## src/verilog/dcs_pkg.sv

```systemverilog
// Package for the diskette control and status register set
package dcs_pkg;

	// I/O port addresses
	localparam logic [15:0] DCS_ADDR_STAT_A    = 16'h03f0;
	localparam logic [15:0] DCS_ADDR_STAT_B    = 16'h03f1;
	localparam logic [15:0] DCS_ADDR_MOTOR_SEL = 16'h03f2;
	localparam logic [15:0] DCS_ADDR_RATE      = 16'h03f7;

	// Motor and select control fields
	localparam int DCS_MS_MOTOR1_BIT = 5;
	localparam int DCS_MS_MOTOR0_BIT = 4;
	localparam int DCS_MS_GATE_BIT   = 3;
	localparam int DCS_MS_RESET_BIT  = 2;
	localparam int DCS_MS_SEL_BIT    = 0;
	localparam logic [7:0] DCS_MS_RESET_VAL = 8'h00;

	// Rate and precompensation control fields
	localparam int DCS_RC_NOPRE_BIT = 2;
	localparam int DCS_RC_RATE_LSB  = 0;
	localparam logic [7:0] DCS_RC_RESET_VAL = 8'h00;

	// Status byte and port 03F7 read byte bit positions
	localparam int DCS_SA_IRQ_BIT   = 7;
	localparam int DCS_SA_DRQ_BIT   = 6;
	localparam int DCS_SA_STEP_BIT  = 5;
	localparam int DCS_SA_TRK0_BIT  = 4;
	localparam int DCS_SA_HEAD_BIT  = 3;
	localparam int DCS_SA_INDEX_BIT = 2;
	localparam int DCS_SA_WPROT_BIT = 1;
	localparam int DCS_SA_DIR_BIT   = 0;
	localparam int DCS_SB_INST_BIT  = 7;
	localparam int DCS_SB_SEL1_BIT  = 6;
	localparam int DCS_SB_SEL0_BIT  = 5;
	localparam int DCS_SB_WDAT_BIT  = 4;
	localparam int DCS_SB_RDAT_BIT  = 3;
	localparam int DCS_SB_WEN_BIT   = 2;
	localparam int DCS_DI_CHG_BIT   = 7;
	localparam int DCS_DI_GATE_BIT  = 3;
	localparam int DCS_DI_NOPRE_BIT = 2;

	// Data rate encodings
	typedef enum logic [1:0] {
		DCS_RATE_500K = 2'b00,
		DCS_RATE_300K = 2'b01,
		DCS_RATE_250K = 2'b10,
		DCS_RATE_RSVD = 2'b11
	} dcs_rate_t;

	// Timing
	localparam int DCS_CLK_PERIOD_PS = 5000;
	localparam int DCS_PRECOMP_NS    = 125;
	localparam int DCS_PRECOMP_CYC   = (DCS_PRECOMP_NS * 1000) / DCS_CLK_PERIOD_PS;
	localparam int DCS_KBPS_500      = 500;
	localparam int DCS_KBPS_300      = 300;
	localparam int DCS_KBPS_250      = 250;
	localparam int DCS_CELL_500_CYC  = 1000000000 / (DCS_KBPS_500 * DCS_CLK_PERIOD_PS);
	localparam int DCS_CELL_300_CYC  = 1000000000 / (DCS_KBPS_300 * DCS_CLK_PERIOD_PS);
	localparam int DCS_CELL_250_CYC  = 1000000000 / (DCS_KBPS_250 * DCS_CLK_PERIOD_PS);

	// Signals from the controller core, same clock
	typedef struct packed {
		logic irq;
		logic drq;
		logic step;
		logic head1_sel_n;
		logic dir_n;
		logic wr_data;
		logic rd_data;
		logic wr_en;
	} dcs_core_t;

	// Signals from the drive cable, asynchronous
	typedef struct packed {
		logic index;
		logic track0;
		logic wr_protect;
		logic change_n;
		logic drive2_inst_n;
	} dcs_pins_t;

endpackage : dcs_pkg

```

## src/verilog/dcs_regs.sv

```systemverilog
// Diskette control and status registers on the I/O port bus
`timescale 1ns/1ps

// What this block does
// - Read-only status byte at port 03F0
// - Status A: irq, drq, step, track0, head, index, wp, dir
// - Read-only drive signal byte at port 03F1
// - Status B: install, selects, latched write/read/enable
// - Write-only control at 03F2, cleared on reset
// - Motor enables and DMA/interrupt gate bit
// - Active-low controller reset, drive select field
// - Port 03F7 read: change, gate, precomp, rate
// - Rate codes 00=500K, 10=250K, 01=300K
// - Port 03F7 write loads rate and precomp
// - Fixed 125 ns precompensation on all cylinders
// - High density 500K, low density 300K
module dcs_regs
	import dcs_pkg::*;
(
	// Clock, reset, enable
	input  wire logic        MCLK,
	input  wire logic        RESET_N,
	input  wire logic        CE,
	// I/O port bus
	input  wire logic [15:0] IO_ADDR,
	input  wire logic [7:0]  IO_WDATA,
	input  wire logic        IO_RD,
	input  wire logic        IO_WR,
	output logic      [7:0]  IO_RDATA,
	// Controller core and drive cable
	input  wire dcs_core_t   CORE,
	input  wire dcs_pins_t   PINS,
	// Drive and core controls
	output logic      [1:0]  MOTOR_EN,
	output logic      [1:0]  DRIVE_SEL_N,
	output logic             CORE_RESET_N,
	output logic             IRQ_OUT,
	output logic             DRQ_OUT,
	output logic      [1:0]  DATA_RATE,
	output logic      [4:0]  PRECOMP_CYC,
	output logic      [9:0]  CELL_CYC
);

	logic      [7:0] motor_sel_ff;
	logic      [7:0] rate_ctl_ff;
	dcs_pins_t       pins_s1_ff;
	dcs_pins_t       pins_s2_ff;
	logic            step_lat_ff;
	logic            wdat_lat_ff;
	logic            rdat_lat_ff;
	logic            wen_lat_ff;
	logic      [7:0] stat_a;
	logic      [7:0] stat_b;
	logic      [7:0] dig_in;
	logic      [7:0] nxt_rdata;
	logic            gate_en;
	logic            sel1;
	logic            core_run;
	dcs_rate_t       rate;

	assign gate_en = motor_sel_ff[DCS_MS_GATE_BIT];
	assign sel1    = motor_sel_ff[DCS_MS_SEL_BIT];
	assign core_run = motor_sel_ff[DCS_MS_RESET_BIT];
	assign rate    = dcs_rate_t'(rate_ctl_ff[DCS_RC_RATE_LSB +: 2]);

	// Drive cable lines cross into MCLK
	always_ff @(posedge MCLK or negedge RESET_N) begin
		if (!RESET_N) begin
			pins_s1_ff <= '0;
			pins_s2_ff <= '0;
		end else if (CE) begin
			pins_s1_ff <= PINS;
			pins_s2_ff <= pins_s1_ff;
		end
	end

	// Motor and select control byte
	always_ff @(posedge MCLK or negedge RESET_N) begin
		if (!RESET_N) begin
			motor_sel_ff <= DCS_MS_RESET_VAL;
		end else if (CE && IO_WR && IO_ADDR == DCS_ADDR_MOTOR_SEL) begin
			motor_sel_ff <= {2'h0, IO_WDATA[5:0]};
		end
	end

	// Rate and precompensation byte; upper bits kept zero
	always_ff @(posedge MCLK or negedge RESET_N) begin
		if (!RESET_N) begin
			rate_ctl_ff <= DCS_RC_RESET_VAL;
		end else if (CE && IO_WR && IO_ADDR == DCS_ADDR_RATE) begin
			rate_ctl_ff <= {5'h00, IO_WDATA[2:0]};
		end
	end

	// Latched pulse capture; while the core is in reset each bit only follows its pulse, it is not held
	dcs_sticky_bit #(
		.WIDTH(1)
	) u_step_lat (
		.clk       (MCLK),
		.rst_n     (RESET_N),
		.ce        (CE),
		.set_in    (CORE.step),
		.hold      (core_run),
		.sticky_ff (step_lat_ff)
	);

	dcs_sticky_bit #(
		.WIDTH(1)
	) u_wdat_lat (
		.clk       (MCLK),
		.rst_n     (RESET_N),
		.ce        (CE),
		.set_in    (CORE.wr_data),
		.hold      (core_run),
		.sticky_ff (wdat_lat_ff)
	);

	dcs_sticky_bit #(
		.WIDTH(1)
	) u_rdat_lat (
		.clk       (MCLK),
		.rst_n     (RESET_N),
		.ce        (CE),
		.set_in    (CORE.rd_data),
		.hold      (core_run),
		.sticky_ff (rdat_lat_ff)
	);

	dcs_sticky_bit #(
		.WIDTH(1)
	) u_wen_lat (
		.clk       (MCLK),
		.rst_n     (RESET_N),
		.ce        (CE),
		.set_in    (CORE.wr_en),
		.hold      (core_run),
		.sticky_ff (wen_lat_ff)
	);

	// Status byte assembly
	always_comb begin
		stat_a = 8'h00;
		stat_a[DCS_SA_IRQ_BIT]   = CORE.irq;
		stat_a[DCS_SA_DRQ_BIT]   = CORE.drq;
		stat_a[DCS_SA_STEP_BIT]  = step_lat_ff;
		stat_a[DCS_SA_TRK0_BIT]  = pins_s2_ff.track0;
		stat_a[DCS_SA_HEAD_BIT]  = CORE.head1_sel_n;
		stat_a[DCS_SA_INDEX_BIT] = pins_s2_ff.index;
		stat_a[DCS_SA_WPROT_BIT] = pins_s2_ff.wr_protect;
		stat_a[DCS_SA_DIR_BIT]   = CORE.dir_n;
	end

	always_comb begin
		stat_b = 8'h00;
		stat_b[DCS_SB_INST_BIT] = pins_s2_ff.drive2_inst_n;
		stat_b[DCS_SB_SEL1_BIT] = DRIVE_SEL_N[1];
		stat_b[DCS_SB_SEL0_BIT] = DRIVE_SEL_N[0];
		stat_b[DCS_SB_WDAT_BIT] = wdat_lat_ff;
		stat_b[DCS_SB_RDAT_BIT] = rdat_lat_ff;
		stat_b[DCS_SB_WEN_BIT]  = wen_lat_ff;
	end

	always_comb begin
		dig_in = 8'h00;
		dig_in[DCS_DI_CHG_BIT]         = pins_s2_ff.change_n;
		dig_in[DCS_DI_GATE_BIT]        = gate_en;
		dig_in[DCS_DI_NOPRE_BIT]       = rate_ctl_ff[DCS_RC_NOPRE_BIT];
		dig_in[DCS_RC_RATE_LSB +: 2]   = rate_ctl_ff[DCS_RC_RATE_LSB +: 2];
	end

	// Read decode; write-only ports and unmapped addresses read zero
	always_comb begin
		unique case (IO_ADDR)
			DCS_ADDR_STAT_A: nxt_rdata = stat_a;
			DCS_ADDR_STAT_B: nxt_rdata = stat_b;
			DCS_ADDR_RATE:   nxt_rdata = dig_in;
			default:         nxt_rdata = 8'h00;
		endcase
	end

	// Read data registered, holds until the next read; reads have no side effects
	always_ff @(posedge MCLK or negedge RESET_N) begin
		if (!RESET_N) begin
			IO_RDATA <= 8'h00;
		end else if (CE && IO_RD) begin
			IO_RDATA <= nxt_rdata;
		end
	end

	// Drive controls
	always_ff @(posedge MCLK or negedge RESET_N) begin
		if (!RESET_N) begin
			MOTOR_EN <= 2'h0;
		end else if (CE) begin
			MOTOR_EN <= {motor_sel_ff[DCS_MS_MOTOR1_BIT], motor_sel_ff[DCS_MS_MOTOR0_BIT]};
		end
	end

	always_ff @(posedge MCLK or negedge RESET_N) begin
		if (!RESET_N) begin
			DRIVE_SEL_N <= 2'h3;
		end else if (CE) begin
			DRIVE_SEL_N <= {~sel1, sel1};
		end
	end

	always_ff @(posedge MCLK or negedge RESET_N) begin
		if (!RESET_N) begin
			CORE_RESET_N <= 1'b0;
		end else if (CE) begin
			CORE_RESET_N <= motor_sel_ff[DCS_MS_RESET_BIT];
		end
	end

	// Gate low keeps the core's requests off the system lines
	always_ff @(posedge MCLK or negedge RESET_N) begin
		if (!RESET_N) begin
			IRQ_OUT <= 1'b0;
		end else if (CE) begin
			IRQ_OUT <= CORE.irq & gate_en;
		end
	end

	always_ff @(posedge MCLK or negedge RESET_N) begin
		if (!RESET_N) begin
			DRQ_OUT <= 1'b0;
		end else if (CE) begin
			DRQ_OUT <= CORE.drq & gate_en;
		end
	end

	// Bit cell and precompensation timing for the core
	always_ff @(posedge MCLK or negedge RESET_N) begin
		if (!RESET_N) begin
			DATA_RATE <= 2'h0;
		end else if (CE) begin
			DATA_RATE <= rate;
		end
	end

	// Same shift on every cylinder, no track dependence
	always_ff @(posedge MCLK or negedge RESET_N) begin
		if (!RESET_N) begin
			PRECOMP_CYC <= 5'h00;
		end else if (CE) begin
			PRECOMP_CYC <= rate_ctl_ff[DCS_RC_NOPRE_BIT] ? 5'h00 : 5'(DCS_PRECOMP_CYC);
		end
	end

	// Reserved rate code falls back to the fastest rate
	always_ff @(posedge MCLK or negedge RESET_N) begin
		if (!RESET_N) begin
			CELL_CYC <= 10'(DCS_CELL_500_CYC);
		end else if (CE) begin
			unique case (rate)
				DCS_RATE_500K: CELL_CYC <= 10'(DCS_CELL_500_CYC);
				DCS_RATE_300K: CELL_CYC <= 10'(DCS_CELL_300_CYC);
				DCS_RATE_250K: CELL_CYC <= 10'(DCS_CELL_250_CYC);
				DCS_RATE_RSVD: CELL_CYC <= 10'(DCS_CELL_500_CYC);
			endcase
		end
	end

endmodule : dcs_regs

// Sticky capture bit: set by a pulse, kept only while hold is high
module dcs_sticky_bit
	import dcs_pkg::*;
#(
	parameter int WIDTH = 1
) (
	// Clock, reset, enable
	input  wire logic             clk,
	input  wire logic             rst_n,
	input  wire logic             ce,
	// Pulse in, hold enable, sticky level out
	input  wire logic [WIDTH-1:0] set_in,
	input  wire logic             hold,
	output logic      [WIDTH-1:0] sticky_ff
);

	// Set wins over clear so a pulse during reset release is kept
	always_ff @(posedge clk or negedge rst_n) begin
		if (!rst_n) begin
			sticky_ff <= '0;
		end else if (ce) begin
			sticky_ff <= set_in | (sticky_ff & {WIDTH{hold}});
		end
	end

endmodule : dcs_sticky_bit

```

## config.mk

```make
export PLATFORM = sky130hd
export DESIGN_NAME = dcs_regs
export DESIGN_NICKNAME = d
export VERILOG_FILES = /design/src/verilog/dcs_pkg.sv /design/src/verilog/dcs_regs.sv
export SDC_FILE = /design/constraint.sdc
export NUM_CORES = 1
export LEC_CHECK = 0
export ABC_AREA = 1
export BUFFER_PORTS_ARGS = -buffer_cell sky130_fd_sc_hd__buf_2
export CAP_MARGIN = 20
export CORE_UTILIZATION = 40
export CTS_BUF_LIST = sky130_fd_sc_hd__clkbuf_2 sky130_fd_sc_hd__clkbuf_4 sky130_fd_sc_hd__clkbuf_8
export DETAILED_ROUTE_END_ITERATION = 6
export PLACE_DENSITY = 0.66
export RECOVER_POWER = 50
export SYNTH_ARGS = -nofsm -noshare
export SYNTH_HDL_FRONTEND = slang
export SYNTH_HIERARCHICAL = 1
export SYNTH_SLANG_ARGS = --single-unit
export TNS_END_PERCENT = 50
```

## constraint.sdc

```tcl
create_clock -name MCLK -period 1.2 [get_ports MCLK]
set_input_delay 0 -clock MCLK [delete_from_list [all_inputs] [get_ports MCLK]]
set_output_delay 0 -clock MCLK [all_outputs]
set_load 0.05 [all_outputs]
```

==> results of run 1 <==
[sequential cells by signal, indices dropped and copies added (netlist names)]
signal                cells
CELL_CYC                  5
CORE_RESET_N              1
DATA_RATE                 2
DRIVE_SEL_N               2
DRQ_OUT                   1
IO_RDATA                  8
IRQ_OUT                   1
MOTOR_EN                  2
PRECOMP_CYC               1
dig_in                    1
motor_sel_ff              5
pins_s1_ff                5
pins_s2_ff                4
rate_ctl_ff               3
u_rdat_lat/sticky_ff      1
u_step_lat/sticky_ff      1
u_wdat_lat/sticky_ff      1
u_wen_lat/sticky_ff       1
[cell usage in the layout (no fill, tap or decap), types with 5 or more instances in the layout]
| cell | instances |
|---|---|
| nand2_1 | 113 |
| buf_2 | 65 |
| dfrtp_1 | 41 |
| nand3_1 | 19 |
| dlygate4sd3_1 | 19 |
| inv_1 | 17 |
| o21ai_0 | 10 |
| o21ai_1 | 8 |
| clkbuf_8 | 6 |
| nor2_1 | 5 |
| conb_1 | 5 |
[worst reg2reg max path: cells and delay by family (launching register included)]
family,cells,cell delay [ns]
flops,1,0.43
fa+ha+maj,1,0.18
compound gates,1,0.13
buf+inv,1,0.11
simple gates,1,0.07
[worst max path at each step]
stage,startpoint,slack (ns),cells past startpoint,endpoint
finish,DRIVE_SEL_N[1],0.07,1,DRIVE_SEL_N[1]
CTS,DRIVE_SEL_N[1],0.07,1,DRIVE_SEL_N[1]
global placement,IO_ADDR[13],0.14,9,IO_RDATA[1]
detailed placement,IO_ADDR[15],0.10,9,IO_RDATA[1]
global route,IO_ADDR[11],0.04,7,motor_sel_ff[4]
floorplan,DRIVE_SEL_N[0],0.21,4,IO_RDATA[5]
[routing by layer]
| metal | track usage (%) | share of wire, % | up-vias | routed length (um) |
|---|---|---|---|---|
| li1 | - | - | 965 | - |
| met1 | 25.1 | 47 | 852 | 2220 |
| met2 | 30.1 | 46 | 64 | 2180 |
| met3 | 3.17 | 4.9 | 6 | 230 |
| met4 | 7.20 | 1.4 | 0 | 65 |
| met5 | 0 | 0 | - | 0 |
[cell type report]
type                    instances  area [um^2]  share of cell area, %
inverters                      20         75.1                   2.65
multi-input cells             181          851                   30.1
repair buffers                 94          566                   20.0
flip-flops and latches         45         1130                   40.0
clock inverters                 1         30.0                   1.06
clock buffers                   7         90.1                   3.18
well taps                      70         87.6                   3.09
[power groups by stage]
stage | logic, mW | registers, mW | clock network (mW)
after floorplan | 0.198 | 1.67 | 0
after global placement | 0.373 | 1.64 | 0
after detailed placement | 0.377 | 1.64 | 0
after CTS | 0.424 | 1.61 | 1.22
after global routing | 0.458 | 1.62 | 1.26
final | 0.410 | 1.61 | 1.20
[synth_stat cells, drive strengths merged]
master / count / area share [%]
dfstp: 4 / 4.8
inv: 19 / 3.3
nand3: 22 / 5.8
clkinv: 1 / 0.17
conb: 1 / 0.17
dfrtp: 41 / 47
ha: 3 / 1.7
buf: 12 / 4.6
nand2: 117 / 21
clkbuf: 3 / 0.52
o21ai: 19 / 4.6
nor2: 12 / 4.4
nand4: 2 / 1.3
o21a: 1 / 0.35
[through the flow]
step	area, um^2	instances	utilization [%]	hold slack, ns
2_1_floorplan	2190	261	-	-0.296
3_5_place_dp	2560	391	49.5	-0.0428
3_3_place_gp	2560	391	49.5	-0.0431
6_report	2830	418	54.7	0.0550
4_1_cts	2870	418	55.5	0.0548
5_1_grt	2830	418	54.7	0.0785
[logic make-up (layout without fill, tap and decap cells)]
family | count (synthesis) | in the layout | share of synthesized area [%]
buf+inv | 35 | 122 | 8.59
compound gates | 20 | 20 | 4.90
flops | 45 | 45 | 52.1
simple gates | 153 | 153 | 32.5
fa+ha+maj | 3 | 3 | 1.73
other cells | 1 | 5 | 0.173
==> results.json, run 1 <==
{
  "outcome": "complete, no violations",
  "finClkSkew_ns": 0.00593,
  "viasPerCell": 4.51,
  "dieArea_mm2": 0.00573,
  "cp_num_buf_inv": 1,
  "path_class": "register to primary output",
  "wl_per_cell_um": 11.2,
  "p_int_mw": 2.42,
  "cp_top_family": "flip-flops",
  "cts_max_path_buffers": 2,
  "cp_max_fo": 3,
  "grt-ovfl-total": 0,
  "finalNetCount": 392,
  "antenna_found_initial": 0,
  "grt_max_degree": 20,
  "rsz0062_at_grt": "false",
  "drive_gt1_share_pct": 28.7,
  "reg2reg_from": "rate_ctl_ff[1]",
  "ys_seq_elements": 45,
  "critPathSlowestCell": "dfstp_2",
  "syn_to_final_growth_pct": 30.4,
  "cts_tree": "yes",
  "place_ws_ns": 0.103,
  "cts_setup_buffers": 0,
  "ir_drop_v": 0.000657,
  "synth_area_mm2": 0.00217,
  "crit_arrival_ns": 1.13,
  "fin_ws_ns": 0.0690,
  "syn_avg_cell_area_um2": 8.45,
  "first_global_vias": 1738,
  "crit_path_end_kind": "primary output",
  "htree_levels": 2,
  "final-max-slew-violation-count": 0,
  "startpoint_type": "register",
  "die_h_um": 75.7,
  "fillers": 516,
  "die_w_um": 75.7,
  "path_cells": "buf_2",
  "power_mw": 3.22,
  "ff2ff_path_depth": 4,
  "drc": 0,
  "cts_resized": 0,
  "fin_setup_tns_ns": 0,
  "rr_endpoint": "CELL_CYC[8]",
  "clkPwrFrac_pct": 37.3,
  "gp_congestion": 0.780,
  "yosysSeqAreaShare_pct": 52.1,
  "clock_latency_ns": 0.30,
  "wl_um": 4690,
  "maxCapViolCount": 0,
  "start_util_pct": 42.0,
  "drt_first_iter_violations": 51,
  "p_comb_share_pct": 12.7,
  "hold_depth": 5,
  "antenna_cells": 0,
  "p_switching_mw": 0.796,
  "hold_buffers": 19,
  "synth_cell_types": 26,
  "period_share_pct": 94.2,
  "syn_inst": 257,
  "p_per_area_mw_per_mm2": 1140,
  "cts_buffers": 5,
  "p_sw_share_pct": 24.7,
  "leakage_nw": 1.57,
  "vias": 1887,
  "cp.required_ns": 1.20,
  "grt_pass1_wl_um": 7850,
  "grt.total_usage_pct": 18.6,
  "io_buffers": 66,
  "ant_nets": 0,
  "max_freq_mhz": 884,
  "cts_num_sinks": 45,
  "pwr-share-seq_pct": 50.0,
  "hold_start": "CORE[3]",
  "root_buffer": "clkbuf_8",
  "dp_hpwl_um": 3460,
  "clk_pin_slew_ns": 0.08,
  "io_pins": 74,
  "setup-violations-final": 0,
  "row_count": 26,
  "cp_slowest_stage_delay_ns": 0.56,
  "hp-class": "primary input to register",
  "hold_viol_final": 0,
  "yosys_warnings": 6,
  "firstDrtPassIters": 4,
  "core_area_mm2": 0.00517,
  "hold_end": "IO_RDATA[0]",
  "rrSetupSlack_ns": 0.23,
  "min_period_ns": 1.13
}
Power figures use the tool's default switching activity.
==> inputs of run 2 (changes only) <==
--- a/config.mk
+++ b/config.mk
@@ -7,10 +7,12 @@
 export LEC_CHECK = 0
 export ABC_AREA = 1
-export BUFFER_PORTS_ARGS = -buffer_cell sky130_fd_sc_hd__buf_2
+export BUFFER_PORTS_ARGS = -buffer_cell sky130_fd_sc_hd__buf_4
 export CAP_MARGIN = 20
-export CORE_UTILIZATION = 40
+export CELL_PAD_IN_SITES_DETAIL_PLACEMENT = 0
+export CELL_PAD_IN_SITES_GLOBAL_PLACEMENT = 1
+export CORE_UTILIZATION = 37
 export CTS_BUF_LIST = sky130_fd_sc_hd__clkbuf_2 sky130_fd_sc_hd__clkbuf_4 sky130_fd_sc_hd__clkbuf_8
 export DETAILED_ROUTE_END_ITERATION = 6
-export PLACE_DENSITY = 0.66
+export PLACE_DENSITY_LB_ADDON = 0.1
 export RECOVER_POWER = 50
 export SYNTH_ARGS = -nofsm -noshare
==> constraint.sdc (replaced) <==
create_clock -name MCLK -period 1.2 [get_ports MCLK]
set_input_delay 0 -clock MCLK [delete_from_list [all_inputs] [get_ports MCLK]]
set_output_delay 0 -clock MCLK [all_outputs]
set_load 0.005 [all_outputs]
==> run 2 against run 1 <==
Against the previous run: register-to-register slack worse by 0.04 ns; die area up 7.9%; routed wire length up 3.0%; sequential share of layout area is 1.7 points lower; combinational power decreased by 13%; largest cell class unchanged.
==> results.json, run 2 (synthesis gave the netlist of run 1 again) <==
{
  "outcome": "complete, no violations",
  "antenna_found_initial": 0,
  "setup-violations-final": 0,
  "cts_resized": 0,
  "finalNetCount": 386,
  "dieArea_mm2": 0.00618,
  "cp_max_fo": 5,
  "io_buffers": 66,
  "firstDrtPassIters": 4,
  "layout_commonest_cell": "nand2_1",
  "instances_no_fill": 414,
  "reg2reg_from": "rate_ctl_ff[0]",
  "wl_per_cell_um": 11.7,
  "first_global_vias": 1731,
  "grt_max_degree": 46,
  "row_count": 27,
  "cts_setup_buffers": 0,
  "vias": 1846,
  "ant_nets": 0,
  "power_mw": 2.91,
  "cts_num_sinks": 45,
  "antenna_cells": 0,
  "worst_pin_slew_ns": 0.611,
  "core_area_mm2": 0.00557,
  "cp.required_ns": 1.42,
  "hold_buffers": 18,
  "finClkSkew_ns": 0.00779,
  "cts_max_path_buffers": 2,
  "fin_ws_ns": 0.188,
  "placedCellCount": 388,
  "crit_arrival_ns": 1.23,
  "hp-class": "primary input to register",
  "htree_levels": 2,
  "grt_pass1_wl_um": 8240,
  "hold_start": "CORE[3]",
  "crit_path_end_kind": "register",
  "root_buffer": "clkbuf_8",
  "rsz0062_at_grt": "false",
  "syn_to_final_growth_pct": 36.3,
  "start_util_pct": 38.9,
  "regMostFlops": "IO_RDATA",
  "grt-ovfl-total": 0,
  "leakage_nw": 1.60,
  "drt_first_iter_violations": 76,
  "fillers": 565,
  "die_w_um": 78.6,
  "hold_viol_final": 0,
  "place_ws_ns": 0.0926,
  "maxCapViolCount": 0,
  "stdcell_area_mm2": 0.00296,
  "fin_setup_tns_ns": 0,
  "path_class": "register to register",
  "io_pins": 74,
  "p_sw_share_pct": 23.8,
  "cp-endpoint": "CELL_CYC[9]",
  "ir_drop_v": 0.000427,
  "viasPerCell": 4.46,
  "cts_tree": "yes",
  "final-max-slew-violation-count": 0,
  "clkPwrFrac_pct": 32.5,
  "period_share_pct": 84.3,
  "p_comb_share_pct": 12.2,
  "p_per_area_mw_per_mm2": 983,
  "crit_path_start": "rate_ctl_ff[0]",
  "rr_endpoint": "CELL_CYC[9]",
  "startpoint_type": "register",
  "grt.total_usage_pct": 17.5,
  "pwr-share-seq_pct": 55.3,
  "final_core_util_pct": 53.1,
  "wl_um": 4830,
  "min_period_ns": 1.01,
  "clk_pin_slew_ns": 0.08,
  "holdWs_ns": 0.0360,
  "rrSetupSlack_ns": 0.19,
  "p_int_mw": 2.22,
  "clock_latency_ns": 0.29,
  "ff2ff_path_depth": 3,
  "mostFrequentLayoutCells": "nand2_1 (112), buf_4 (68), dfrtp_1 (41)",
  "dpl_cell_area_mm2": 0.00269,
  "maxSlewHeadroom_pct": 59.3,
  "dp_hpwl_um": 3400,
  "largest_reg_flops": 8,
  "p_switching_mw": 0.692,
  "drive_gt1_share_pct": 29.5,
  "gp_congestion": 0.748,
  "drc": 0,
  "die_h_um": 78.6,
  "cts_buffers": 5,
  "max_freq_mhz": 988
}
-- run 2: how the worst min path moves through the flow --
stage / endpoint / slack (ns) / cells past startpoint
2_1_floorplan: CELL_CYC[3] / -0.30 / 0
3_3_place_gp: CELL_CYC[5] / 0.04 / 1
3_5_place_dp: CELL_CYC[5] / 0.04 / 1
4_1_cts: pins_s1_ff[4] / 0.02 / 3
5_1_grt: IO_RDATA[0] / 0.06 / 5
6_report: IO_RDATA[0] / 0.04 / 5
-- run 2: critical path, cell delays in order, from the launching register on --
cell	delay (ns)
dfrtp_1	0.38
inv_1	0.15
ha_1	0.25
o21ai_0	0.15
-- run 2: power groups by stage --
stage / combinational [mW] / sequential (mW) / clock [mW]
5_1_grt: 0.404 / 1.62 / 1.05
4_1_cts: 0.362 / 1.61 / 0.983
2_1_floorplan: 0.142 / 1.63 / 0
3_5_place_dp: 0.315 / 1.64 / 0
3_3_place_gp: 0.314 / 1.64 / 0
6_report: 0.356 / 1.61 / 0.945
-- run 2: cell type report --
class | instances | area (um^2) | share of cell area (%)
Sequential cell | 45 | 1130 | 38.2
Multi-Input combinational cell | 181 | 868 | 29.3
Timing Repair Buffer | 88 | 703 | 23.8
Tap cell | 72 | 90.1 | 3.04
Clock buffer | 7 | 83.8 | 2.83
Inverter | 20 | 75.1 | 2.54
Clock inverter | 1 | 7.51 | 0.254
-- run 2: metal layers --
layer	vias up	wire (um)	track usage [%]
met4	0	57	6.11
li1	954	-	-
met1	829	2370	23.5
met5	-	0	0
met2	57	2170	27.8
met3	6	242	3.84
